--- config.mk ---
export PLATFORM = sky130hd
export DESIGN_NAME = error_thermal_signalling
export DESIGN_NICKNAME = d
export VERILOG_FILES = /design/src/include/error_thermal_pkg.sv /design/src/include/fatal_ctrl_if.sv /design/src/logic/fatal_error_timer.sv /design/src/logic/error_thermal_signalling.sv
export SDC_FILE = /design/constraint.sdc
export NUM_CORES = 1
export LEC_CHECK = 0
export BUFFER_PORTS_ARGS = -buffer_cell sky130_fd_sc_hd__buf_4
export CAP_MARGIN = 0
export CORE_AREA = 4 4 41 43
export CTS_BUF_LIST = sky130_fd_sc_hd__clkbuf_8
export DETAILED_ROUTE_END_ITERATION = 10
export DIE_AREA = 0 0 45 47
export PLACE_DENSITY = 0.74
export SLEW_MARGIN = 10
export SYNTH_ARGS = -nofsm -noshare
export SYNTH_HDL_FRONTEND = slang
export SYNTH_SLANG_ARGS = --single-unit
--- constraint.sdc ---
create_clock -name i_clock -period 0.8 [get_ports i_clock]
set_clock_uncertainty 0.15 [all_clocks]
set_input_delay 0.16 -clock i_clock [delete_from_list [all_inputs] [get_ports i_clock]]
set_output_delay 0.16 -clock i_clock [all_outputs]
set_load 0.005 [all_outputs]
--- src/include/error_thermal_pkg.sv ---
// constants and types shared by the error and thermal signalling logic
package error_thermal_pkg;

    // -------------------------------------------------------------
    // fatal error timing
    // -------------------------------------------------------------
    // short fatal pulse length, counted in base clock cycles
    localparam int unsigned FATAL_PULSE_CYCLES = 16;

    // -------------------------------------------------------------
    // reset values and the open-drain low drive level
    // -------------------------------------------------------------
    localparam logic OD_RELEASED = 1'h0;
    localparam logic OD_LOW_LEVEL = 1'h0;
    localparam logic FLAG_CLEAR = 1'h0;
    localparam logic [1:0] RESET_SYNC_INIT = 2'h0;

    // -------------------------------------------------------------
    // fatal error timer states
    // -------------------------------------------------------------
    typedef enum logic [1:0] {
        FATAL_IDLE = 2'b00,
        FATAL_PULSE = 2'b01,
        FATAL_HOLD = 2'b10
    } fatal_state_t;

endpackage

--- src/include/fatal_ctrl_if.sv ---
// request and status signals between the top and the fatal error timer
`timescale 1ns/1ps
interface fatal_ctrl_if;
    logic start;    // short-pulse error event
    logic hold;     // held error event
    logic clear;    // warm or cold reset entry
    logic active;   // fatal error output asserted

    modport ctrl (output start, output hold, output clear, input active);
    modport timer (input start, input hold, input clear, output active);
endinterface

--- src/logic/fatal_error_timer.sv ---
// fatal error output timer: fixed-length pulse or hold until reset
`timescale 1ns/1ps
module fatal_error_timer #(
    parameter int unsigned PULSE_CYCLES = error_thermal_pkg::FATAL_PULSE_CYCLES
) (
    input wire logic i_clock,           // base clock
    input wire logic i_rst_n,           // synchronised reset, active low
    fatal_ctrl_if.timer bus             // control and status
);
    localparam int CNT_W = $clog2(PULSE_CYCLES + 1);
    localparam logic [CNT_W-1:0] CNT_LOAD = CNT_W'(PULSE_CYCLES - 1);
    localparam logic [CNT_W-1:0] CNT_ZERO = '0;

    error_thermal_pkg::fatal_state_t state_q, state_d;
    logic [CNT_W-1:0] cnt_q, cnt_d;
    logic active_q;

    // -------------------------------------------------------------
    // next state: clear beats hold, hold beats start
    // -------------------------------------------------------------
    always_comb begin
        state_d = state_q;
        cnt_d = cnt_q;
        unique case (state_q)
            error_thermal_pkg::FATAL_IDLE: begin
                if (bus.hold) begin
                    state_d = error_thermal_pkg::FATAL_HOLD;
                end else if (bus.start) begin
                    state_d = error_thermal_pkg::FATAL_PULSE;
                    cnt_d = CNT_LOAD;
                end
            end
            error_thermal_pkg::FATAL_PULSE: begin
                // counter steps on every base clock edge
                if (bus.hold) begin
                    state_d = error_thermal_pkg::FATAL_HOLD;
                end else if (cnt_q == CNT_ZERO) begin
                    state_d = error_thermal_pkg::FATAL_IDLE;
                end else begin
                    cnt_d = cnt_q - CNT_W'(1);
                end
            end
            error_thermal_pkg::FATAL_HOLD: begin
                state_d = error_thermal_pkg::FATAL_HOLD;
            end
            default: begin
                state_d = error_thermal_pkg::FATAL_IDLE;
            end
        endcase
        if (bus.clear) begin
            state_d = error_thermal_pkg::FATAL_IDLE;
            cnt_d = CNT_ZERO;
        end
    end

    always_ff @(posedge i_clock or negedge i_rst_n) begin
        if (!i_rst_n) begin
            state_q <= error_thermal_pkg::FATAL_IDLE;
            cnt_q <= CNT_ZERO;
            active_q <= error_thermal_pkg::FLAG_CLEAR;
        end else begin
            state_q <= state_d;
            cnt_q <= cnt_d;
            active_q <= (state_d != error_thermal_pkg::FATAL_IDLE);
        end
    end

    assign bus.active = active_q;
endmodule

--- src/logic/error_thermal_signalling.sv ---
// error and thermal protection pin logic of the device
`timescale 1ns/1ps
module error_thermal_signalling (
    input wire logic i_clock,                        // base clock, 50 MHz
    input wire logic i_arst_n,                       // asynchronous reset, active low
    input wire logic i_machine_check_error,          // one-cycle error event
    input wire logic i_internal_unrecoverable_error, // one-cycle error event
    input wire logic i_warm_reset,                   // warm reset entry
    input wire logic i_cold_reset,                   // cold reset entry
    input wire logic i_temp_at_max,                  // sensor at max safe temperature
    input wire logic i_thermal_control_enable,       // thermal control allowed on own heat
    input wire logic i_temp_over_trip,               // sensor above trip threshold
    input wire logic i_proc_overtemp_n,              // overtemp pin level
    output logic o_proc_overtemp_n,                  // overtemp pin drive value
    output logic o_proc_overtemp_n_oe,               // overtemp pin drive enable
    output logic o_fatal_error_n,                    // fatal error pin drive value
    output logic o_fatal_error_n_oe,                 // fatal error pin drive enable
    output logic o_thermal_trip_n,                   // thermal trip pin drive value
    output logic o_thermal_trip_n_oe,                // thermal trip pin drive enable
    output logic o_thermal_control_active,           // thermal control circuit engaged
    output logic o_execution_halt                    // all execution stopped
);
    // -------------------------------------------------------------
    // reset release
    // -------------------------------------------------------------
    logic [1:0] rst_sync_q;
    logic rst_n;

    always_ff @(posedge i_clock or negedge i_arst_n) begin
        if (!i_arst_n) begin
            rst_sync_q <= error_thermal_pkg::RESET_SYNC_INIT;
        end else begin
            rst_sync_q <= {rst_sync_q[0], 1'b1};
        end
    end

    assign rst_n = rst_sync_q[1];

    // -------------------------------------------------------------
    // fatal error signalling
    // -------------------------------------------------------------
    fatal_ctrl_if fatal_bus ();

    wire any_reset = i_warm_reset | i_cold_reset;

    assign fatal_bus.start = i_machine_check_error;
    assign fatal_bus.hold = i_internal_unrecoverable_error;
    assign fatal_bus.clear = any_reset;

    fatal_error_timer #(
        .PULSE_CYCLES(error_thermal_pkg::FATAL_PULSE_CYCLES)
    ) u_fatal_timer (
        .i_clock(i_clock),
        .i_rst_n(rst_n),
        .bus(fatal_bus)
    );

    assign o_fatal_error_n = error_thermal_pkg::OD_LOW_LEVEL;
    assign o_fatal_error_n_oe = fatal_bus.active;

    // -------------------------------------------------------------
    // thermal signalling
    // -------------------------------------------------------------
    logic hot_drive_q;
    logic thermal_ctl_q;
    logic trip_q;

    // our own drive is masked so it does not read back as an outside request
    wire ext_hot = ~i_proc_overtemp_n & ~hot_drive_q;
    wire hot_drive_d = i_temp_at_max;
    wire thermal_ctl_d = (i_temp_at_max & i_thermal_control_enable) | ext_hot;
    // set wins over the cold reset clear
    wire trip_d = i_temp_over_trip | (trip_q & ~i_cold_reset);

    always_ff @(posedge i_clock or negedge rst_n) begin
        if (!rst_n) begin
            hot_drive_q <= error_thermal_pkg::OD_RELEASED;
            thermal_ctl_q <= error_thermal_pkg::FLAG_CLEAR;
            trip_q <= error_thermal_pkg::FLAG_CLEAR;
        end else begin
            hot_drive_q <= hot_drive_d;
            thermal_ctl_q <= thermal_ctl_d;
            trip_q <= trip_d;
        end
    end

    assign o_proc_overtemp_n = error_thermal_pkg::OD_LOW_LEVEL;
    assign o_proc_overtemp_n_oe = hot_drive_q;
    assign o_thermal_trip_n = error_thermal_pkg::OD_LOW_LEVEL;
    assign o_thermal_trip_n_oe = trip_q;
    assign o_thermal_control_active = thermal_ctl_q;
    assign o_execution_halt = trip_q;

    // -------------------------------------------------------------
    // assertions
    // -------------------------------------------------------------
    logic held_err_seen_q;

    always_ff @(posedge i_clock or negedge rst_n) begin
        if (!rst_n) begin
            held_err_seen_q <= error_thermal_pkg::FLAG_CLEAR;
        end else if (any_reset) begin
            held_err_seen_q <= error_thermal_pkg::FLAG_CLEAR;
        end else if (i_internal_unrecoverable_error) begin
            held_err_seen_q <= 1'b1;
        end
    end

    // cycles the fatal pin has stood so far, saturating
    localparam logic [4:0] FATAL_LEN = 5'(error_thermal_pkg::FATAL_PULSE_CYCLES);
    logic [4:0] fatal_len_q;

    always_ff @(posedge i_clock or negedge rst_n) begin
        if (!rst_n) begin
            fatal_len_q <= 5'h0;
        end else if (!o_fatal_error_n_oe) begin
            fatal_len_q <= 5'h0;
        end else if (fatal_len_q != 5'h1f) begin
            fatal_len_q <= fatal_len_q + 5'h1;
        end
    end
endmodule

==> flow_summary.toml, run 1 <==
[run_status]
status = "complete, but fails checks"
violations = "hold timing, setup timing"

[sta]
rsz0062_at_grt = "yes"
slew_violations = 0
setup_slack_ns = -1.089
period_minus_slack_ns = 1.889
fin_tns_setup_ns = -8.522
timing_hold_violations_final = 7
whs_ns = -0.1094
fin_crit_sh = 2.361
setup_viol_count_final = 14
fmax_ghz = 0.5294

[die]
core_um2 = 1301
die_area_um2 = 2115
ioPinCount = 18
initial_core_util = 0.4567
std_cell_rows = 13
fp.dieW_um = 45
die_h_um = 47

[drt]
drt_first_iter_violations = 13
vias = 493
viasPerCell = 4.786
wl_um = 1362
routedWlPerCell_um = 13.22
first_pass_iters = 4
postRouteAntennaNets = 0
drc_errors = 0

[worst_setup_path]
path_max_fanout = 6
required_ns = 0.80
path_class = "register to register"
rr_endpoint = "u_fatal_timer.cnt_q[0]"
r2r-start = "u_fatal_timer.cnt_q[0]"
critPathLaunchType = "register"
rr_worst_depth = 6
cp-startpoint = "u_fatal_timer.cnt_q[0]"
critPathCaptureType = "register"
reg2reg_slack_ns = -1.09
crit_arrival_ns = 1.89

[yosys]
ys_ff_latch = 13
yosysUniqueCellTypes = 25
synth_top_area_cell = "dfrtp_1"
synth_xor_area_frac = 0
synthAdderAreaFrac = 0.02105
netlist_instances = 56
synth_area_leaders = "dfrtp_1 (55%), buf_4 (5.1%), nor2_1 (4.4%)"
yosysSeqAreaShare = 0.5474
synth_top_area_share = 0.5474
yosys_warnings = 0
avgSynthCellArea_um2 = 10.61
synth_simple_gate_area_share = 0.1600
synth_top_family_by_area = "simple AND/OR/NAND/NOR gates"
synth_compound_area_frac = 0.1537
muxShareOfSynthArea = 0.01684
syn_area_um2 = 594.3

[global_routing]
grt_start_max_net_pins = 9
grt_pass1_vias = 503
grt_pass1_wl_um = 2208
grt-ovfl-total = 0
grt_use_total = 0.1479
antenna_found_initial = 0

[clock_network]
clkLatencyLatePin_ns = 0.24
clockBufferDepth = 2
tritoncts = "built"
cts.sinks = 13
cts_buffers = 3
ctsHoldBuffers = 1
htree_levels = 1
cts_root_buf = "clkbuf_8"
cts.clk_slew.worst_paths_ns = 0.06

[layout]
stdcell_count = 103
diodes = 0
final_common_cell = "buf_4"
layout_common_cells = "buf_4 (24), dfrtp_1 (12), nor2_1 (6), buf_6 (6), conb_1 (4)"
syn2layout_area_growth_pct = 56.42
nNetsFinal = 100
fill_cells = 98
drive_above_1_share = 0.5341

[hold_path]
min_from = "i_temp_at_max"
min_path_cells = 1
hp-class = "input port to register"
hold_end = "o_proc_overtemp_n_oe"

[placement]
dp.cells = 93
hpwl_um = 968.6
portBuffers = 14
gp_congestion = 0.7638

[job]
cap_violations = 0

[power]
leakage_nw = 0.4469
ir_drop_mv = 1.533
pwr_density_cell_nw_per_um2 = 1653
fin_total_pwr_mw = 1.536
[through the flow]
stage | hold slack (ns) | instance area (um2) | utilization | setup WS (ns)
2_1_floorplan | -0.2856 | 615.6 | - | -1.004
5_1_grt | -0.1171 | 929.6 | 0.7144 | -1.152
3_3_place_gp | -0.2081 | 784.5 | 0.6029 | -1.046
6_report | -0.1094 | 929.6 | 0.7144 | -1.089
3_5_place_dp | -0.2067 | 784.5 | 0.6029 | -1.033
4_1_cts | -0.1127 | 884.6 | 0.6798 | -1.051
[how the worst max path moves through the flow]
stage / endpoint / slack (ns) / cells past startpoint
3_5_place_dp: u_fatal_timer.cnt_q[0] / -1.03 / 6
3_3_place_gp: u_fatal_timer.cnt_q[3] / -1.05 / 6
5_1_grt: u_fatal_timer.cnt_q[0] / -1.15 / 6
6_report: u_fatal_timer.cnt_q[0] / -1.09 / 6
2_1_floorplan: u_fatal_timer.cnt_q[3] / -1.00 / 6
4_1_cts: u_fatal_timer.cnt_q[0] / -1.05 / 6
[final cells by class]
| cell class | instances | area (um2) | share of cell area |
|---|---|---|---|
| repair buffers | 31 | 257.7 | 0.2773 |
| well taps | 15 | 18.77 | 0.02019 |
| inverters | 5 | 18.77 | 0.02019 |
| clock buffers | 3 | 41.29 | 0.04441 |
| clock inverters | 1 | 3.754 | 0.004038 |
| multi-input cells | 35 | 262.8 | 0.2826 |
| flip-flops and latches | 13 | 326.6 | 0.3513 |
[flip-flops by register name (all words and copies together), names as in the netlist]
register                  flops
o_proc_overtemp_n_oe          1
u_fatal_timer.state_q         2
u_fatal_timer.bus.active      1
u_fatal_timer.cnt_q           5
o_thermal_control_active      1
rst_sync_q                    2
o_execution_halt              1
[power breakdown]
part | internal, mW | total [mW] | leakage (nW) | switching (mW)
Sequential | 0.688 | 0.707 | 0.165 | 0.0199
Combinational | 0.159 | 0.271 | 0.255 | 0.111
Clock | 0.337 | 0.558 | 0.0269 | 0.221
[critical path, cell delays in order (launching register included)]
cell and delay [ns]:
dfrtp_1 0.40, inv_2 0.08, ha_4 0.13, or3b_4 0.38, o221a_4 0.28, and2_4 0.15, a211oi_2 0.23
[Yosys cell counts]
master     count
a2111oi_0      1
a211oi_1       2
a21o_1         1
a21oi_1        2
a311oi_1       2
and2_4         1
buf_4          4
clkbuf_1       1
conb_1         2
dfrtp_1       13
ha_1           1
inv_1          5
mux2i_1        1
nand2_1        2
nand2b_1       2
nor2_1         7
nor2b_1        1
nor3_1         1
nor3b_1        1
nor4_1         1
o21ai_0        1
o21bai_1       1
o221a_4        1
or2_2          1
or3b_1         1
[cell families after synthesis]
family	after synthesis
other	2
muxes	1
DFF	13
adders and majority gates	1
and+or+nand+nor	18
buffers and inverters	10
AOI/OAI and AO/OA	11
[what timing repair did]
item                                    4_1_cts  5_1_grt
pin swaps                                     1        3
resized for setup                             9        8
hold endpoints to repair                      5        3
buffers inserted                              2        3
endpoints found under the setup margin       14       15
[per-layer routing]
metal / global-route usage / routed length (um)
met5: 0 / 0
met4: 0.03509 / 4
met3: 0.03448 / 28
met2: 0.2542 / 712
met1: 0.1890 / 616
Power figures use the tool's default switching activity.
==> run 2, diff against run 1 <==
--- a/config.mk
+++ b/config.mk
@@ -5,13 +5,14 @@
 export SDC_FILE = /design/constraint.sdc
 export NUM_CORES = 1
 export LEC_CHECK = 0
+export ABC_AREA = 1
 export BUFFER_PORTS_ARGS = -buffer_cell sky130_fd_sc_hd__buf_4
 export CAP_MARGIN = 0
-export CORE_AREA = 4 4 41 43
+export CORE_MARGIN = 1
+export CORE_UTILIZATION = 48
 export CTS_BUF_LIST = sky130_fd_sc_hd__clkbuf_8
 export DETAILED_ROUTE_END_ITERATION = 10
-export DIE_AREA = 0 0 45 47
-export PLACE_DENSITY = 0.74
+export PLACE_DENSITY = 0.76
 export SLEW_MARGIN = 10
 export SYNTH_ARGS = -nofsm -noshare
 export SYNTH_HDL_FRONTEND = slang
==> flow_summary.toml, run 2 <==
[run_status]
status = "complete, but fails checks"
violations = "hold timing, setup timing"

[die]
fp.dieW_um = 40.11
die_h_um = 40.11
std_cell_rows = 13
ioPinCount = 18
die_area_um2 = 1608
core_um2 = 1334
initial_core_util = 0.5225

[placement]
dp.cells = 116
gp_congestion = 0.7903
hpwl_um = 1100
portBuffers = 14

[power]
p_seq_frac = 0.449
pwr_density_cell_nw_per_um2 = 1514
leakage_nw = 0.5343
pwr-share-comb = 0.193
swShare = 0.2569
clockPowerShare = 0.358
intPower_mw = 1.189
ir_drop_mv = 1.221
power_switching_mw = 0.4111

[layout]
diodes = 0
seqCellArea_um2 = 326.6
stdcell_count = 123
fill_cells = 77
largest-register = "u_fatal_timer.cnt_q"
syn2layout_area_growth_pct = 51.71
layout_common_cells = "buf_4 (20), nand2_1 (17), dfrtp_1 (12), inv_1 (7)"
final_util = 0.7927
drive_above_1_share = 0.5000
largest_register_ffs = 5
nNetsFinal = 120
final_common_cell = "buf_4"
multiInputGateArea_um2 = 385.4
top_regs = "u_fatal_timer.cnt_q x5, rst_sync_q x2, u_fatal_timer.state_q x2"

[yosys]
synth_top_area_share = 0.4668
synth_area_leaders = "dfrtp_1 (47%), nand2_1 (11%), nand3_1 (5.7%)"
synth.most_common_cell = "nand2_1"
avgSynthCellArea_um2 = 8.935
async_reset_ff_frac = 1.000
synthTopCellsByCount = "nand2_1 (20), dfrtp_1 (13), inv_1 (8), nand3_1 (8), buf_4 (4)"
synth_top_area_cell = "dfrtp_1"
yosysSeqAreaShare = 0.4668
yosysUniqueCellTypes = 21
yosys_warnings = 0
ys_ff_latch = 13
yosys_most_used_dff = "dfrtp_1"
netlist_instances = 78
syn_area_um2 = 696.9
synth_edf_count = 0

[drt]
viasPerCell = 5.081
first_pass_iters = 4
drc_errors = 0
drt_first_iter_violations = 13
vias = 625
routedWlPerCell_um = 14.68
wl_um = 1806
postRouteAntennaNets = 0

[clock_network]
cts.sinks = 13
htree_levels = 1
clkLatencyLatePin_ns = 0.24
ctsHoldBuffers = 1
cts.clk_slew.worst_paths_ns = 0.06
tritoncts = "built"
cts_buffers = 3
cts_root_buf = "clkbuf_8"
clockBufferDepth = 2

[worst_setup_path]
critPathLaunchType = "register"
path_class = "register to register"
critPathCaptureType = "register"
crit_arrival_ns = 1.28
crit_chain = "inv_2 -> ha_4 -> nand3_4 -> nor2_4 -> nor2_4 -> nand2_1 -> nand2_1"
slowest_stage = "dfrtp_1"
path_max_fanout = 6
critPathMaxStageDelay_ns = 0.41
required_ns = 0.78

[hold_path]
hp-class = "input port to register"

[job]
cap_violations = 0

[sta]
setup_viol_count_final = 13
fin_tns_setup_ns = -4.832
setup_slack_ns = -0.4988
period_minus_slack_ns = 1.299
fmax_ghz = 0.7699
slew_violations = 0
timing_hold_violations_final = 6
rsz0062_at_grt = "yes"
whs_ns = -0.1137
fin_crit_sh = 1.624

[global_routing]
grt_use_total = 0.2719
grt_pass1_wl_um = 2780
grt_pass1_vias = 601
grt_start_max_net_pins = 9
grt-ovfl-total = 0
antenna_found_initial = 0
-- run 2: cell types whose count changed in the layout (fill, tap and decap cells not counted), sizes merged, moves of 3 or more --
cell,delta
inv,+4
nand2,+20
nand4,+4
nand3,+9
buf,-3
-- run 2: metrics by stage --
stage / worst slack, ns / power (mW) / instance area [um2]
after CTS: -0.4770 / 1.571 / 1023
after global placement: -0.4400 / 0.9700 / 910.9
final: -0.4988 / 1.600 / 1057
after detailed placement: -0.4747 / 0.9779 / 910.9
after global routing: -0.5641 / 1.660 / 1057
after floorplan: -0.4281 / 0.8629 / 725.7
-- run 2: critical path: cells and delay by family, from the launching register on --
family,cells,cell delay [ns]
flops,1,0.41
simple gates,5,0.35
fa+ha+maj,1,0.18
buf+inv,1,0.08
-- run 2: area by class of cell --
cell class              count  share of cell area
flip-flops and latches     13              0.3089
clock inverters             1            0.003550
well taps                  15             0.01775
multi-input cells          54              0.3645
repair buffers             28              0.2343
inverters                   9             0.03195
clock buffers               3             0.03905
-- run 2: cell families (layout without fill, tap and decap cells) --
family / Yosys count / count (layout) / share of synthesized area
compound gates: 3 / 3 / 0.02693
fa+ha+maj: 1 / 1 / 0.01795
buf+inv: 13 / 41 / 0.09156
flops: 13 / 13 / 0.4668
other cells: 2 / 4 / 0.01078
simple gates: 46 / 46 / 0.3860
-- run 2: final timing paths --
| kind | start | end | slack, ns | cells past startpoint |
|---|---|---|---|---|
| worst max register to register | u_fatal_timer.cnt_q[1] | u_fatal_timer.cnt_q[4] | -0.50 | 7 |
| worst min register to register | rst_sync_q[1] | u_fatal_timer.bus.active | -0.06 | 0 |
| min in group asynchronous | rst_sync_q[1] | u_fatal_timer.bus.active | -0.06 | 0 |
| worst max-delay path | u_fatal_timer.cnt_q[1] | u_fatal_timer.cnt_q[4] | -0.50 | 7 |
| max in group asynchronous | rst_sync_q[1] | u_fatal_timer.cnt_q[4] | 0.25 | 1 |
| worst min-delay path | i_temp_at_max | o_proc_overtemp_n_oe | -0.11 | 1 |
-- run 2: power groups by stage --
stage               registers [mW]  logic [mW]  clock network [mW]
floorplan                    0.728       0.135                   0
global placement             0.722       0.248                   0
detailed placement           0.723       0.255                   0
CTS                          0.716       0.284               0.570
global route                 0.722       0.341               0.597
finish                       0.719       0.309               0.572
-- run 2: metal layers --
layer / GRT usage / wire length [um]
met5: 0 / 0
met3: 0.05000 / 72
met4: 0.1034 / 16
met2: 0.4839 / 985
met1: 0.3183 / 732
-- run 2: what timing repair did --
| action | CTS | global route |
|---|---|---|
| gates resized for setup | 12 | 7 |
| pin swaps | 4 | 4 |
| buffers inserted | 2 | 0 |
| setup endpoints to repair | 13 | 14 |
| endpoints found under the hold margin | 8 | 6 |
